==> src/usb_ctrl_pkg.sv <==
// Package: register map, field layout and event carriers of the USB control/status block.
package usb_ctrl_pkg;

  // ----------------------------------------------------------------
  // Register offsets
  // ----------------------------------------------------------------
  localparam logic [2:0] OFS_INT_MASK = 3'h0;
  localparam logic [2:0] OFS_CONTROL  = 3'h1;
  localparam logic [2:0] OFS_DEV_ADDR = 3'h2;
  localparam logic [2:0] OFS_XFER_ST  = 3'h3;
  localparam logic [2:0] OFS_EP0_CTRL = 3'h4;
  localparam logic [2:0] OFS_INT_STAT = 3'h5;

  // ----------------------------------------------------------------
  // Field positions and reset values
  // ----------------------------------------------------------------
  localparam int CTL_RESUME_DET = 7;
  localparam int CTL_BUS_RST    = 6;
  localparam int CTL_RESUME_DRV = 3;
  localparam int CTL_PWR_DOWN   = 2;
  localparam int CTL_FORCE_SUSPEND      = 1;
  localparam int CTL_FORCE_RESET       = 0;
  localparam int IST_ERROR      = 4;
  localparam int IST_RESET      = 1;
  localparam logic [7:0] CONTROL_RESET   = 8'h06;
  localparam logic [7:0] ZERO_BYTE       = 8'h00;
  localparam logic [7:0] CONTROL_WR_MASK = 8'h0F;
  localparam logic [7:0] EP0_WR_MASK     = 8'h77;
  localparam logic [7:0] ADDR_WR_MASK    = 8'h7F;
  localparam logic [7:0] MASK_WR_MASK    = 8'hBF;
  localparam logic [7:0] IST_CLR_MASK    = 8'h3F;

  localparam logic [1:0] STAT_DISABLED = 2'h0;
  localparam logic [1:0] STAT_STALL    = 2'h1;
  localparam logic [1:0] STAT_NAK      = 2'h2;
  localparam logic [1:0] STAT_VALID    = 2'h3;
  localparam logic [1:0] PID_OUT       = 2'h0;
  localparam logic [1:0] PID_IN        = 2'h2;
  localparam logic [1:0] PID_SETUP     = 2'h3;

  // Events delivered by the serial engine, one core_clk cycle each.
  typedef struct packed {
    logic       bus_reset;
    logic       resume_seen;
    logic       activity;
    logic       suspend_req;
    logic       sof;
    logic       error;
    logic [2:0] error_code;
    logic       ep0_token;
    logic [1:0] ep0_pid;
    logic       ep0_ok;
    logic       ep0_tx_ack;
    logic       ep0_rx_data;
    logic       ep0_rx_tog;
    logic       epn_ok;
    logic [1:0] epn_num;
    logic       epn_in;
    logic       epn_ack;
  } link_event_type;

endpackage

==> src/usb_device_control_status.sv <==
// USB device control and status registers with endpoint 0 control.
//
// The strobed register port and the placing of the registers were left to the implementer.
`timescale 1ns/1ps
// Summary of operation
// - Interrupt request when mask bit, status flag set and CPU mask clear.
// - Control register reads 0x06 after chip reset.
// - Resume detected bit 7 set when resume starts while suspended.
// - Bus reset seen bit 6 set when a bus reset begins.
// - Resume bit 3 drives resume signalling while set during suspend.
// - Power-down bit 2 turns the transceiver regulator off.
// - Force suspend bit 1 suspends; hardware clears it on bus activity.
// - Force reset holds interface in reset; release raises reset interrupt.
// - Device address is seven bits; bit 7 reads zero.
// - Any USB reset clears the device address.
// - Status bits 7:6 hold upper PID bits of last endpoint 0 token.
// - Status bit 5 records direction of endpoint 1 or 2 transfer.
// - Status bits 4:3 hold endpoint number needing attention.
// - Status bits 2:0 hold the error type code.
// - Error code loads on error and clears with error flag.
// - USB reset clears endpoint 0 bits 6:4 and 2:0, not bit 7.
// - Endpoint 0 transfer-ok flag set by hardware, cleared by software.
// - Transmit toggle set on SETUP, toggles on ACK, software writable.
// - Transmit status: disabled, stall, nak, valid.
// - Correct endpoint 0 transfer forces both status fields to NAK.
// - Receive toggle cleared on SETUP, toggles on matching good data.
// - Receive status: disabled, stall, nak, valid.
// - SETUP on enabled endpoint 0 is acked and both fields become NAK.
module usb_device_control_status
  import usb_ctrl_pkg::*;
(
  input  wire logic           core_clk,
  input  wire logic           reset,
  input  wire logic           clk_en,
  input  wire logic [2:0]     reg_addr,
  input  wire logic [7:0]     reg_wdata,
  input  wire logic           reg_wr,
  input  wire logic           reg_rd,
  output logic      [7:0]     reg_rdata,
  input  wire logic           cpu_int_mask,
  input  wire link_event_type link_ev,
  output logic                irq,
  output logic                resume_drive,
  output logic                regulator_off,
  output logic                suspended,
  output logic                usb_held_reset,
  output logic      [6:0]     dev_address,
  output logic      [1:0]     ep0_tx_stat,
  output logic      [1:0]     ep0_rx_stat,
  output logic                ep0_tx_toggle,
  output logic                ep0_rx_toggle,
  output logic                ep0_setup_ack
);

  // ----------------------------------------------------------------
  // State
  // ----------------------------------------------------------------
  logic [7:0] mask_r;
  logic [7:0] ctl_r;
  logic [7:0] ctl_nxt;
  logic [6:0] addr_r;
  logic [7:0] xst_r;
  logic [7:0] xst_nxt;
  logic [7:0] ep0_r;
  logic [7:0] ep0_nxt;
  logic [7:0] ist_r;
  logic [7:0] ist_nxt;
  logic [7:0] rdata_r;
  logic       irq_r;
  logic       ack_r;
  logic       resume_r;

  // ----------------------------------------------------------------
  // Decode
  // ----------------------------------------------------------------
  wire wr_mask = reg_wr && (reg_addr == OFS_INT_MASK);
  wire wr_ctl  = reg_wr && (reg_addr == OFS_CONTROL);
  wire wr_addr = reg_wr && (reg_addr == OFS_DEV_ADDR);
  wire wr_ep0  = reg_wr && (reg_addr == OFS_EP0_CTRL);
  wire wr_ist  = reg_wr && (reg_addr == OFS_INT_STAT);
  wire force_reset_on = ctl_r[CTL_FORCE_RESET];
  // A forced reset clears the address and endpoint 0 like a bus reset for as long as it is held.
  wire usb_rst = link_ev.bus_reset || force_reset_on;
  wire force_reset_release = wr_ctl && force_reset_on && !reg_wdata[CTL_FORCE_RESET];
  // A SETUP is taken while either direction is enabled.
  wire ep0_live = (ep0_r[5:4] != STAT_DISABLED) || (ep0_r[1:0] != STAT_DISABLED);
  wire setup_tok = link_ev.ep0_token && (link_ev.ep0_pid == PID_SETUP);
  wire setup_ok = setup_tok && ep0_live && !usb_rst;
  wire rx_match = link_ev.ep0_rx_data && (link_ev.ep0_rx_tog == ep0_r[2]);
  // Only a real one-to-zero clear of the error flag wipes the code.
  wire err_clr = wr_ist && !reg_wdata[IST_ERROR] && ist_r[IST_ERROR];
  wire in_susp = ctl_r[CTL_FORCE_SUSPEND];

  // ----------------------------------------------------------------
  // Control register next value
  // ----------------------------------------------------------------
  always_comb begin
    ctl_nxt = ctl_r;
    if (wr_ctl) begin
      ctl_nxt = (ctl_r & ~CONTROL_WR_MASK) | (reg_wdata & CONTROL_WR_MASK);
    end
    if (link_ev.resume_seen && in_susp) begin
      ctl_nxt[CTL_RESUME_DET] = 1'b1;
    end
    if (link_ev.bus_reset) begin
      ctl_nxt[CTL_BUS_RST] = 1'b1;
    end
    if (link_ev.activity || link_ev.resume_seen || link_ev.bus_reset) begin
      ctl_nxt[CTL_FORCE_SUSPEND] = 1'b0;
    end
  end

  // ----------------------------------------------------------------
  // Transfer status next value
  // ----------------------------------------------------------------
  always_comb begin
    xst_nxt = xst_r;
    if (link_ev.ep0_token) begin
      xst_nxt[7:6] = link_ev.ep0_pid;
    end
    if (link_ev.epn_ok) begin
      xst_nxt[5] = link_ev.epn_in;
      xst_nxt[4:3] = link_ev.epn_num;
    end else if (link_ev.ep0_ok) begin
      xst_nxt[4:3] = 2'h0;
    end
    if (err_clr) begin
      xst_nxt[2:0] = 3'h0;
    end
    if (link_ev.error) begin
      xst_nxt[2:0] = link_ev.error_code;
    end
  end

  // ----------------------------------------------------------------
  // Endpoint 0 next value
  // ----------------------------------------------------------------
  always_comb begin
    ep0_nxt = ep0_r;
    if (wr_ep0) begin
      ep0_nxt = (ep0_r & ~EP0_WR_MASK) | (reg_wdata & EP0_WR_MASK);
      if (!reg_wdata[7]) begin
        ep0_nxt[7] = 1'b0;
      end
    end
    if (link_ev.ep0_tx_ack) begin
      ep0_nxt[6] = ~ep0_r[6];
    end
    if (rx_match) begin
      ep0_nxt[2] = ~ep0_r[2];
    end
    if (link_ev.ep0_ok) begin
      ep0_nxt[7] = 1'b1;
      ep0_nxt[5:4] = STAT_NAK;
      ep0_nxt[1:0] = STAT_NAK;
    end
    if (setup_ok) begin
      ep0_nxt[6] = 1'b1;
      ep0_nxt[2] = 1'b0;
      ep0_nxt[5:4] = STAT_NAK;
      ep0_nxt[1:0] = STAT_NAK;
    end
    if (usb_rst) begin
      ep0_nxt[6:0] = 7'h00;
    end
  end

  // ----------------------------------------------------------------
  // Interrupt status: hardware set wins over a software clear
  // ----------------------------------------------------------------
  always_comb begin
    ist_nxt = ist_r;
    if (wr_ist) begin
      ist_nxt = ist_r & (reg_wdata | ~IST_CLR_MASK);
    end
    ist_nxt[7] = ep0_nxt[7];
    ist_nxt[6] = 1'b0;
    if (setup_ok && ep0_r[7]) begin
      ist_nxt[5] = 1'b1;
    end
    if (link_ev.error) begin
      ist_nxt[4] = 1'b1;
    end
    if (link_ev.suspend_req && !in_susp) begin
      ist_nxt[3] = 1'b1;
    end
    if (in_susp && (link_ev.activity || link_ev.resume_seen || link_ev.bus_reset)) begin
      ist_nxt[2] = 1'b1;
    end
    if (link_ev.bus_reset || force_reset_release) begin
      ist_nxt[1] = 1'b1;
    end
    if (link_ev.sof) begin
      ist_nxt[0] = 1'b1;
    end
  end

  // ----------------------------------------------------------------
  // Read mux
  // ----------------------------------------------------------------
  wire [7:0] rd_mux =
    (reg_addr == OFS_INT_MASK) ? mask_r :
    (reg_addr == OFS_CONTROL)  ? ctl_r :
    (reg_addr == OFS_DEV_ADDR) ? {1'b0, addr_r} :
    (reg_addr == OFS_XFER_ST)  ? xst_r :
    (reg_addr == OFS_EP0_CTRL) ? ep0_r :
    (reg_addr == OFS_INT_STAT) ? ist_r : ZERO_BYTE;
  // The request is registered one cycle behind the flags so that it cannot glitch.
  wire irq_nxt = ((mask_r & ist_r) != ZERO_BYTE) && !cpu_int_mask;

  // ----------------------------------------------------------------
  // Registers
  // ----------------------------------------------------------------
  always_ff @(posedge core_clk) begin
    if (reset) begin
      mask_r  <= ZERO_BYTE;
      ctl_r   <= CONTROL_RESET;
      addr_r  <= 7'h00;
      xst_r   <= ZERO_BYTE;
      ep0_r   <= ZERO_BYTE;
      ist_r   <= ZERO_BYTE;
      rdata_r <= ZERO_BYTE;
      irq_r   <= 1'b0;
      ack_r   <= 1'b0;
      resume_r <= 1'b0;
    end else if (clk_en) begin
      if (wr_mask) begin
        mask_r <= reg_wdata & MASK_WR_MASK;
      end
      ctl_r <= ctl_nxt;
      if (usb_rst) begin
        addr_r <= 7'h00;
      end else if (wr_addr) begin
        addr_r <= reg_wdata[6:0];
      end
      xst_r   <= xst_nxt;
      ep0_r   <= ep0_nxt;
      ist_r   <= ist_nxt;
      // Read data is zero after each enabled cycle without a read; while frozen it holds its value.
      rdata_r <= reg_rd ? rd_mux : ZERO_BYTE;
      irq_r   <= irq_nxt;
      ack_r   <= setup_ok;
      // Built from the next control value so the pin tracks the register yet leaves a flop.
      resume_r <= ctl_nxt[CTL_RESUME_DRV] & ctl_nxt[CTL_FORCE_SUSPEND];
    end
  end

  // ----------------------------------------------------------------
  // Outputs
  // ----------------------------------------------------------------
  // Resume is only driven while suspended; software times its length.
  assign resume_drive   = resume_r;
  assign regulator_off  = ctl_r[CTL_PWR_DOWN];
  assign suspended      = ctl_r[CTL_FORCE_SUSPEND];
  assign usb_held_reset = ctl_r[CTL_FORCE_RESET];
  assign dev_address    = addr_r;
  assign ep0_tx_stat    = ep0_r[5:4];
  assign ep0_rx_stat    = ep0_r[1:0];
  assign ep0_tx_toggle  = ep0_r[6];
  assign ep0_rx_toggle  = ep0_r[2];
  assign ep0_setup_ack  = ack_r;
  assign irq            = irq_r;
  assign reg_rdata      = rdata_r;
endmodule

==> config.mk <==
export PLATFORM = sky130hd
export DESIGN_NAME = usb_device_control_status
export DESIGN_NICKNAME = d
export VERILOG_FILES = /design/src/usb_ctrl_pkg.sv /design/src/usb_device_control_status.sv
export SDC_FILE = /design/constraint.sdc
export NUM_CORES = 1
export LEC_CHECK = 0
export BUFFER_PORTS_ARGS = -buffer_cell sky130_fd_sc_hd__buf_2
export CORE_MARGIN = 1.5
export CORE_UTILIZATION = 43
export DETAILED_ROUTE_END_ITERATION = 10
export GPL_ROUTABILITY_DRIVEN = 0
export PLACE_DENSITY_LB_ADDON = 0.1
export SYNTH_ARGS = -nofsm -noshare
export SYNTH_HDL_FRONTEND = slang
export SYNTH_SLANG_ARGS = --single-unit
==> constraint.sdc <==
create_clock -name core_clk -period 1.35 [get_ports core_clk]
set_input_delay 0.135 -clock core_clk [delete_from_list [all_inputs] [get_ports core_clk]]
set_output_delay 0.135 -clock core_clk [all_outputs]
set_load 0.02 [all_outputs]
; ---- Yosys cells after proc, flatten, opt, wreduce, memory -nomap -nowiden
; Index checks and enable logic that the tools add are counted.
[classes]
n_eq_ne = 7
mux = 34
bitwise_logic = 7
reduce_logical = 68
[op_table]
columns = op, count
row1 = $mux 8, 9
row2 = $reduce_and 2->1, 20
row3 = $reduce_bool 2->1, 15
row4 = $mux 7, 3
row5 = $logic_and 1x1->1, 18
row6 = $mux 1, 13
row7 = $mux 3, 4
row8 = $reduce_bool 4->1, 3
row9 = $and 8x8->8, 1
row10 = $mux 2, 4
row11 = $or 8x4->8, 1
row12 = $or 8x7->8, 1
row13 = $reduce_bool 8->1, 1
row14 = $and 6x6->6, 1
row15 = $eq 3x2->1 const B, 2
row16 = $eq 3x3->1 const B, 2
row17 = $mux 6, 1
row18 = $logic_not 1->1, 5
row19 = $logic_or 1x1->1, 5
row20 = $eq 3x1->1 const B, 1
row21 = $logic_not 3->1, 1
row22 = $eq 2x2->1 const B, 1
row23 = $not 1->1, 2
row24 = $and 1x1->1, 1
row25 = $eq 1x1->1, 1
[word_totals]
regBits = 55
input_bits = 38
out_inout_bits = 27
elab_cells = 141

; ---- Depth between registers and ports, before layout
; Gate-level depths: netlist (run 1).
[depth]
word_depth = 8
ltp_mapped = 6
mapped_depth_nobuf = 4

; ---- Worst setup path before layout (run 1)
; OpenSTA, ideal clock, no wires.
[synth_path]
kind = register to register
startpoint = register ep0_r[5]
endpoint = register ep0_r[1]
setup_ps = 116
arrival_ps = 1323
required_ps = 1234
setup_slack_ps = -89
stages_incl_launch_ff = 5
path_buffers = 0
period_less_slack_ps = 1439
path_cell_list = dfxtp_1 nor4_2 nor2_2 or4_1 o211a_1
[synth_between]
elab_chain_len = 6
elab_cells_between_ends = 8
[synth_rtl]
columns = item, line
row1 = start: declaration, usb_device_control_status.sv:64  ; logic [7:0] ep0_r;
row2 = start signal: assignment, usb_device_control_status.sv:237  ; ep0_r <= ep0_nxt;
row3 = $reduce_bool 2->1 *, usb_device_control_status.sv:86  ; wire ep0_live = (ep0_r[5:4] != STAT_DISABLED) || (ep0_r[1:0] != STAT_DISABLED);
row4 = $logic_or 1x1->1 *, usb_device_control_status.sv:86
row5 = $logic_and 1x1->1 * (2 in a row), usb_device_control_status.sv:88  ; wire setup_ok = setup_tok && ep0_live && !usb_rst;
row6 = $reduce_bool 4->1 (no source line) / $mux 3 (equally long branches), n/a
row7 = $reduce_and 2->1 (no source line) / $mux 7 (equally long branches), n/a
; Every way passes the cells marked *; elsewhere a longest branch is shown, timed or not.
; A chain may end at the register's enable or synchronous reset.

; ---- Worst setup path in the final report (run 1)
[layout_path]
startpoint = register ep0_r[4]
endpoint = register ep0_r[5]
; Same word-level chain as after synthesis.

==> flow_metrics.py, run 1 <==
metrics = {
    "outcome": {
        "status": "complete, but fails checks",
        "violations": "negative setup slack",
    },
    "logic_synthesis": {
        "syn_avg_cell_area_um2": 8.88,
        "ys_types": 56,
        "ys_async_sr_fraction": 0,
        "synth_ff_type": "dfxtp_1",
        "ys_ff_latch": 52,
        "synth_area_um2": 2550,
        "synth_edf_count": 0,
        "netlist_instances": 287,
        "synth.area.top_cells": "dfxtp_1 41%, mux2i_1 6.3%, a21oi_1 5.7%",
        "seq_area_frac_synth": 0.408,
        "synth_top_cell_area_share": 0.408,
        "synth_top_cell_by_area": "dfxtp_1",
        "syn-num-nets": 325,
        "yosysWarningCount": 0,
    },
    "layout": {
        "fill_cells": 543,
        "layout_commonest_cell": "buf_2",
        "layout_common_cells": "63 x buf_2, 50 x dfxtp_1, 40 x buf_4",
        "layout-area-overhead-vs-synth_pct": 29.1,
        "instances_no_fill": 450,
        "fin_nets": 415,
        "n_antenna_cell": 0,
        "final_layout_size_suffix_gt1_frac": 0.331,
        "final_util": 0.587,
    },
    "global_route": {
        "grt_overflow_total": 0,
        "track_usage": 0.249,
        "grt_max_degree": 26,
        "antenna_found_initial": 0,
        "grt_pass1_wl_um": 12100,
        "grt_pass1_vias": 2388,
    },
    "clock_network": {
        "cts_setup_buffers": 0,
        "cts_tree": "done",
        "clockRootBuffer": "clkbuf_8",
        "htree_levels": 2,
        "cts.sinks": 52,
        "cts_made_buffers": 5,
        "insertion_delay_ns": 0.30,
        "path_clk_slew_ns": 0.10,
        "clockBufferDepth": 2,
    },
    "detailed_routing": {
        "vias_per_cell": 5.61,
        "final_antenna_net_count": 0,
        "drc": 0,
        "wl_um": 7490,
        "drt_iter0_markers": 131,
        "vias": 2523,
        "first_pass_iters": 4,
        "wl_per_cell_um": 16.6,
    },
    "worst_setup_path": {
        "cp.arrival_ns": 1.64,
        "cp_slowest_cell": "or4_1",
        "crit_family": "simple AND/OR/NAND/NOR gates",
        "critPathCaptureType": "flop",
        "critPathKind": "flop to flop",
        "crit_chain": "nor4_4 -> nor2_2 -> or4_1 -> o211a_1",
        "path_max_fanout": 5,
        "max_stage_delay_ns": 0.48,
        "crit_path_start_kind": "flop",
        "cp.depth": 4,
        "rr_worst_depth": 4,
        "cp.required_ns": 1.56,
        "cp_num_buf_inv": 0,
    },
    "sta": {
        "fmaxAchievable_ghz": 0.697,
        "finalWorstSetupSlack_ns": -0.0842,
        "final_hold_viol_count": 0,
        "skew_ns": 0.00647,
        "report.final.slew_viol_count": 0,
        "slew_headroom": 0.699,
        "rsz0062_at_grt": "yes",
        "tightest_slew_ns": 0.447,
        "post-route-period-util": 1.06,
        "fin_crit_ns": 1.43,
        "setup-violations-final": 3,
        "tns_ns": -0.174,
    },
    "placement": {
        "preCtsSetupSlack_ns": -0.142,
        "placedCellCount": 442,
        "dp_hpwl_um": 5810,
        "port_buffers": 63,
    },
    "min_path": {
        "hold_path.class": "primary input to flop",
        "hold_depth": 2,
    },
    "floorplanning": {
        "ioPinCount": 65,
        "initial_core_util": 0.455,
        "dieHeight_um": 80.0,
        "die_area_um2": 6400,
        "core_um2": 5610,
        "rows": 27,
        "chipWidth_um": 80.0,
    },
    "power_and_ir_drop": {
        "intPower_mw": 2.23,
        "pwr-share-seq": 0.525,
        "p_comb_frac": 0.169,
        "p_leak_nw": 1.44,
        "power_density_nw_per_um2": 939,
        "pwr-share-clk": 0.306,
        "switchingPower_mw": 0.861,
        "swShare": 0.279,
        "vdd_drop_max_mv": 0.588,
    },
    "run": {
        "drv_cap": 0,
    },
}
-- cell usage after synthesis, types with 2 or more instances --
master	instances
a22oi_1	2
nor2_1	26
clkbuf_1	7
nand3_1	10
o2bb2ai_1	4
buf_2	5
o211a_1	2
buf_6	3
a31oi_1	2
a21oi_1	29
nor4_2	2
nor3_1	2
mux2i_1	16
nand2b_1	5
a21o_1	2
a32o_1	3
a32oi_1	2
nand2_1	20
buf_4	8
or3b_1	2
o211ai_1	5
a21boi_0	3
o21ai_1	2
nand4_1	3
o31ai_1	4
or4_1	2
o21ai_0	14
nor2b_1	4
dfxtp_1	52
a22o_1	13
o22ai_1	3
inv_1	6
-- state kept, by name, summed over array words and instances (netlist names), 6 cells and up --
| signal | flops |
|---|---|
| dev_address | 7 |
| ep0_r | 7 |
| reg_rdata | 8 |
| ctl_r | 6 |
| mask_r | 7 |
| xst_r | 8 |
| ist_r | 6 |
-- layout make-up --
cell class / instances / area [um2] / area share
Sequential cell: 52 / 1040 / 0.317
Tap cell: 72 / 90.1 / 0.0274
Timing Repair Buffer: 106 / 676 / 0.205
Inverter: 6 / 22.5 / 0.00684
Clock inverter: 2 / 10.0 / 0.00304
Multi-Input combinational cell: 206 / 1370 / 0.416
Clock buffer: 6 / 82.6 / 0.0251
-- power groups by stage --
stage | logic [mW] | clock network, mW | registers, mW
2_1_floorplan | 0.267 | 0 | 1.67
3_3_place_gp | 0.509 | 0 | 1.66
3_5_place_dp | 0.511 | 0 | 1.66
4_1_cts | 0.519 | 0.960 | 1.62
5_1_grt | 0.572 | 1.03 | 1.63
6_report | 0.522 | 0.945 | 1.62
-- worst register-to-register path, stage by stage (launching register included) --
cell	delay [ns]
dfxtp_2	0.34
nor4_4	0.30
nor2_2	0.10
or4_1	0.48
o211a_1	0.12
-- logic make-up after synthesis --
family          synth area share
simple gates               0.192
compound gates             0.271
buf+inv                   0.0658
mux                       0.0628
flops                      0.408
-- stage by stage --
| stage | hold slack, ns | area (um2) | power, mW |
|---|---|---|---|
| CTS | 0.0383 | 3280 | 3.10 |
| floorplan | 0.268 | 2550 | 1.93 |
| detailed placement | 0.367 | 3170 | 2.17 |
| global placement | 0.354 | 3170 | 2.17 |
| global route | 0.0237 | 3290 | 3.23 |
| finish | 0.0398 | 3290 | 3.09 |
-- metal layers --
metal,global-route usage,part of all wire
met2,0.399,0.48
met3,0.0411,0.062
met1,0.341,0.45
met5,0,0
met4,0.0724,0.0099
-- worst paths after layout --
| kind | startpoint | slack, ns | end |
|---|---|---|---|
| worst min-delay path | link_ev[14] | 0.04 | xst_r[2] |
| worst max register to register | ep0_r[4] | -0.08 | ep0_r[5] |
| worst max-delay path | ep0_r[4] | -0.08 | ep0_r[5] |
| worst min register to register | xst_r[6] | 0.47 | xst_r[6] |
-- repair_timing --
item / CTS / global route
hold buffers: 0 / 0
endpoints found under the setup margin: 7 / 7
resized for setup: 4 / 2
pin swaps: 2 / 2
Note: power is estimated with default switching activity, not from simulation.
==> run 2: changes to the inputs <==
--- a/config.mk
+++ b/config.mk
@@ -5,6 +5,7 @@
 export SDC_FILE = /design/constraint.sdc
 export NUM_CORES = 1
 export LEC_CHECK = 0
+export ABC_AREA = 1
 export BUFFER_PORTS_ARGS = -buffer_cell sky130_fd_sc_hd__buf_2
 export CORE_MARGIN = 1.5
 export CORE_UTILIZATION = 43
==> run 2 against run 1 <==
The flow now finishes without violations; synthesized cell count increased by 40%; via count increased by 8.7%; cell count increased by 21%; area after synthesis increased by 3.2%; die area increased by 3.1%; worst setup slack improved by 0.19 ns; global-route usage decreased by 0.086 points; largest power group unchanged.
==> flow_metrics.py, run 2 <==
metrics = {
    "layout": {
        "fin_nets": 508,
        "n_antenna_cell": 0,
        "final_layout_size_suffix_gt1_frac": 0.229,
        "fill_cells": 649,
        "layout_common_cells": "124 x nand2_1, 63 x buf_2, 52 x dfxtp_1",
        "multi_input_area_um2": 1320,
        "layout_commonest_cell": "nand2_1",
        "design_area_um2": 3190,
        "instances_no_fill": 546,
        "seqCellArea_um2": 1040,
        "layout-area-overhead-vs-synth_pct": 21.3,
    },
    "worst_setup_path": {
        "r2r_start": "ctl_r[0]",
        "cp.arrival_ns": 1.49,
        "cp.required_ns": 1.59,
        "critPathKind": "flop to flop",
        "crit_path_start_kind": "flop",
        "r2r-end": "dev_address[2]",
        "cp_num_buf_inv": 1,
        "cp_slowest_cell": "dfxtp_1",
        "setup.worst_path.end": "dev_address[2]",
        "critPathLaunch": "ctl_r[0]",
        "max_stage_delay_ns": 0.35,
        "cp.depth": 5,
        "crit_chain": "nor2_2 -> inv_1 -> nor2_4 -> nand2_1 -> a21oi_1",
        "rr_worst_depth": 5,
        "path_max_fanout": 7,
        "crit_family": "simple AND/OR/NAND/NOR gates",
        "critPathCaptureType": "flop",
        "r2r_slack_ns": 0.11,
    },
    "floorplanning": {
        "ioPinCount": 65,
        "core_um2": 5920,
        "rows": 28,
        "initial_core_util": 0.444,
        "die_area_um2": 6600,
        "chipWidth_um": 81.2,
        "dieHeight_um": 81.2,
    },
    "logic_synthesis": {
        "synthSimpleGateAreaFrac": 0.306,
        "seq_area_frac_synth": 0.396,
        "synth_edf_count": 0,
        "syn_avg_cell_area_um2": 6.53,
        "synth_adder_area_share": 0,
        "synth_top_cell_by_area": "dfxtp_1",
        "synth_top_family_by_area": "simple AND/OR/NAND/NOR gates",
        "ys_async_sr_fraction": 0,
        "synth.area.top_cells": "dfxtp_1 40%, nand2_1 18%, a21oi_1 9.3%",
        "yosysWarningCount": 0,
        "synth_xor_area_frac": 0,
        "synth_area_um2": 2630,
        "synthMuxAreaShare": 0,
        "synth_top_cell_area_share": 0.396,
        "syn-num-nets": 441,
        "synthTopCellsByCount": "126 x nand2_1, 52 x dfxtp_1, 49 x a21oi_1",
        "ys_ff_latch": 52,
        "ys_types": 30,
        "synth.most_common_cell": "nand2_1",
        "synth_ff_type": "dfxtp_1",
        "synth_compound_area_frac": 0.193,
        "netlist_instances": 403,
    },
    "min_path": {
        "hold_depth": 3,
        "hold_path.class": "primary input to flop",
    },
    "clock_network": {
        "clockBufferDepth": 2,
        "path_clk_slew_ns": 0.10,
        "htree_levels": 2,
        "insertion_delay_ns": 0.31,
        "cts_tree": "done",
        "clockRootBuffer": "clkbuf_8",
        "cts.sinks": 52,
        "cts_made_buffers": 5,
        "cts_setup_buffers": 0,
    },
    "run": {
        "drv_cap": 0,
    },
    "global_route": {
        "grt_overflow_total": 0,
        "grt_pass1_vias": 2512,
        "track_usage": 0.248,
        "grt_max_degree": 42,
        "grt_pass1_wl_um": 12100,
        "antenna_found_initial": 0,
    },
    "detailed_routing": {
        "wl_per_cell_um": 13.8,
        "drt_iter0_markers": 192,
        "wl_um": 7560,
        "final_antenna_net_count": 0,
        "vias_per_cell": 5.02,
        "vias": 2742,
        "drc": 0,
        "first_pass_iters": 5,
    },
    "placement": {
        "placedCellCount": 538,
        "preCtsSetupSlack_ns": 0.0440,
        "place_area_um2": 3070,
        "dp_hpwl_um": 5790,
        "port_buffers": 63,
    },
    "sta": {
        "setup-violations-final": 0,
        "post-route-period-util": 0.921,
        "tightest_slew_ns": 0.355,
        "fmaxAchievable_ghz": 0.804,
        "rsz0062_at_grt": "no",
        "slew_headroom": 0.763,
        "skew_ns": 0.00379,
        "report.final.slew_viol_count": 0,
        "fin_crit_ns": 1.24,
        "finalWorstSetupSlack_ns": 0.106,
        "final_hold_viol_count": 0,
        "tns_ns": 0,
    },
    "power_and_ir_drop": {
        "vdd_drop_max_mv": 0.632,
        "p_leak_nw": 1.51,
        "power_density_nw_per_um2": 1040,
        "power.total_mw": 3.31,
    },
    "outcome": {
        "status": "finished clean",
    },
}
-- run 2: cell count changes after synthesis, sizes merged, moves of 10 or more --
cell	previous run	this run
nand2	20	133
inv	6	53
a21oi	29	49
mux2i	16	0
o21ai	16	30
a22o	13	0
nand3	10	20
-- run 2: where the power goes --
group / internal (mW) / switching [mW]
clock: 0.607 / 0.539
combinational: 0.186 / 0.338
sequential: 1.59 / 0.0439
total: 2.39 / 0.921
-- run 2: routing by layer --
metal,part of all wire,GRT usage
met5,0,0
met4,0.013,0.0638
met3,0.060,0.0371
met2,0.45,0.391
met1,0.48,0.352
-- run 2: final cells by class --
class,count,share of cell area
Inverter,55,0.0651
Multi-Input combinational cell,282,0.413
Clock buffer,6,0.0259
Timing Repair Buffer,74,0.129
Sequential cell,52,0.326
Clock inverter,2,0.0122
Tap cell,75,0.0294
-- run 2: through the flow --
step / hold slack, ns / util
3_3_place_gp: 0.390 / 0.518
2_1_floorplan: 0.261 / -
6_report: 0.0662 / 0.539
4_1_cts: 0.0555 / 0.538
3_5_place_dp: 0.392 / 0.518
5_1_grt: 0.0715 / 0.539
-- run 2: worst min-delay path by stage --
stage                 startpoint  endpoint  slack, ns
floorplan           reg_wdata[2]  ctl_r[2]       0.26
global placement     link_ev[13]  xst_r[1]       0.39
detailed placement   link_ev[13]  xst_r[1]       0.39
CTS                  link_ev[16]  ist_r[0]       0.06
global route          link_ev[2]  xst_r[3]       0.07
finish                link_ev[2]  xst_r[3]       0.07
-- run 2: logic make-up after synthesis --
| group | count (synthesis) |
|---|---|
| flops | 52 |
| buf+inv | 69 |
| simple gates | 188 |
| compound gates | 94 |
-- run 2: timing repair --
| action | 4_1_cts | 5_1_grt |
|---|---|---|
| hold buffers | 0 | 0 |
| endpoints found under the setup margin | 0 | 2 |
| resized for setup | 0 | 2 |
| endpoints found under the hold margin | 0 | 0 |
-- run 2: worst reg2reg max path, cell delays in order, from the launching register on --
cell	delay, ns
dfxtp_1	0.35
nor2_2	0.24
inv_1	0.13
nor2_4	0.24
nand2_1	0.08
a21oi_1	0.15
==> run 3: changes to the inputs <==
--- a/config.mk
+++ b/config.mk
@@ -12,6 +12,7 @@
 export DETAILED_ROUTE_END_ITERATION = 10
 export GPL_ROUTABILITY_DRIVEN = 0
 export PLACE_DENSITY_LB_ADDON = 0.1
+export RECOVER_POWER = 25
 export SYNTH_ARGS = -nofsm -noshare
 export SYNTH_HDL_FRONTEND = slang
 export SYNTH_SLANG_ARGS = --single-unit
==> run 3 against run 2 <==
Critical path depth rose by 1; worst hold slack got worse by 0.0031 ns; cell count stayed put; wire length shrank 0.13%; register-to-register slack about the same; first-iteration DRC count down 5.2%; die area unchanged; critical path type unchanged.
==> flow_metrics.py, run 3 (synthesized netlist as in run 2, its figures left out) <==
metrics = {
    "outcome": {
        "status": "finished clean",
    },
    "worst_setup_path": {
        "cp.arrival_ns": 1.49,
        "cp.required_ns": 1.60,
        "crit_path_start_kind": "flop",
        "critPathKind": "flop to flop",
        "critPathCaptureType": "flop",
        "path_max_fanout": 6,
        "r2r_slack_ns": 0.11,
    },
    "detailed_routing": {
        "wl_met1_um": 3630,
        "vias_per_cell": 4.97,
        "drc": 0,
        "wl_um": 7550,
        "vias": 2714,
        "highest_layer": "met4",
        "wl_per_cell_um": 13.8,
        "final_antenna_net_count": 0,
        "drt_iter0_markers": 182,
        "first_pass_iters": 4,
        "wl_met3_um": 441,
        "wl_met2_um": 3390,
    },
    "layout": {
        "final_layout_size_suffix_gt1_frac": 0.219,
        "fill_cells": 651,
        "instances_no_fill": 546,
        "layout_commonest_cell": "nand2_1",
        "layout_common_cells": "125 x nand2_1, 61 x buf_2, 52 x dfxtp_1",
        "n_antenna_cell": 0,
        "fin_nets": 508,
        "layout-area-overhead-vs-synth_pct": 20.9,
    },
    "sta": {
        "fmaxAchievable_ghz": 0.808,
        "tns_ns": 0,
        "final_hold_viol_count": 0,
        "rsz0062_at_grt": "no",
        "setup-violations-final": 0,
        "tightest_slew_ns": 0.362,
        "whs_ns": 0.0631,
        "slew_headroom": 0.758,
        "report.final.slew_viol_count": 0,
        "fin_crit_ns": 1.24,
        "skew_ns": 0.00879,
        "post-route-period-util": 0.916,
    },
    "min_path": {
        "hold_path.class": "primary input to flop",
    },
    "run": {
        "drv_cap": 0,
    },
    "floorplanning": {
        "ioPinCount": 65,
        "die_area_um2": 6600,
        "core_um2": 5920,
        "chipWidth_um": 81.2,
        "initial_core_util": 0.444,
        "dieHeight_um": 81.2,
        "rows": 28,
    },
    "clock_network": {
        "cts.sinks": 52,
        "clockBufferDepth": 2,
        "clockRootBuffer": "clkbuf_8",
        "htree_levels": 2,
        "cts_tree": "done",
        "path_clk_slew_ns": 0.10,
        "insertion_delay_ns": 0.31,
        "cts_made_buffers": 5,
    },
    "placement": {
        "port_buffers": 63,
        "placedCellCount": 538,
        "dp_hpwl_um": 5790,
    },
    "power_and_ir_drop": {
        "p_leak_nw": 1.50,
        "vdd_drop_max_mv": 0.601,
        "power_density_nw_per_um2": 1040,
    },
    "global_route": {
        "grt_max_degree": 42,
        "antenna_found_initial": 0,
        "track_usage": 0.248,
        "grt_pass1_wl_um": 12100,
        "grt_pass1_vias": 2512,
        "grt_overflow_total": 0,
    },
}
==> run 3: changes by cell type in the layout (fill, tap and decap cells not counted), sizes merged <==
cell,before,now
clkbuf,6,8
buf,74,72
==> run 3: power breakdown <==
part	total (mW)	leakage, nW	switching [mW]	internal [mW]
combinational	0.522	1.02	0.337	0.185
clock	1.15	0.0614	0.546	0.607
sequential	1.64	0.424	0.0437	1.59
==> run 3: what timing repair did <==
item | CTS | global route
hold buffers | 0 | 0
gates resized for setup | 0 | 2
endpoints found under the setup margin | 0 | 2
buffers inserted | 0 | 0
==> run 3: worst max-delay path, cell delays in order (launching register included) <==
cell and delay, ns:
dfxtp_1 0.35, nor2_2 0.23, buf_4 0.17, nand3_1 0.08, inv_1 0.13, nand3_1 0.09
a21oi_1 0.12
==> run 3: final timing paths <==
path                                  start        to  cells past startpoint
worst min-delay path            link_ev[16]  ist_r[0]                      3
worst max-delay path               ctl_r[0]  ist_r[5]                      6
worst max register to register     ctl_r[0]  ist_r[5]                      6
worst min register to register     ctl_r[6]  ctl_r[6]                      2
==> run 3: cell type report <==
| cell class | instances | area [um2] | share of cell area |
|---|---|---|---|
| Clock buffer | 6 | 82.6 | 0.0260 |
| Clock inverter | 2 | 38.8 | 0.0122 |
| Inverter | 55 | 208 | 0.0653 |
| Multi-Input combinational cell | 282 | 1310 | 0.412 |
| Sequential cell | 52 | 1040 | 0.327 |
| Tap cell | 75 | 93.8 | 0.0295 |
| Timing Repair Buffer | 74 | 408 | 0.128 |
==> run 3: stage by stage <==
stage               area (um2)  power, mW  worst slack, ns  utilization
floorplan                 2630       1.98            0.196            -
global placement          3070       2.18           0.0799        0.518
detailed placement        3070       2.19           0.0440        0.518
CTS                       3190       3.33            0.101        0.538
global route              3180       3.45        0.0000694        0.537
finish                    3180       3.31            0.113        0.537
==> run 3: layer usage <==
layer,vias to the layer above,track usage
met2,74,0.391
met5,-,0
li1,1423,-
met1,1210,0.352
met3,7,0.0371
met4,0,0.0638
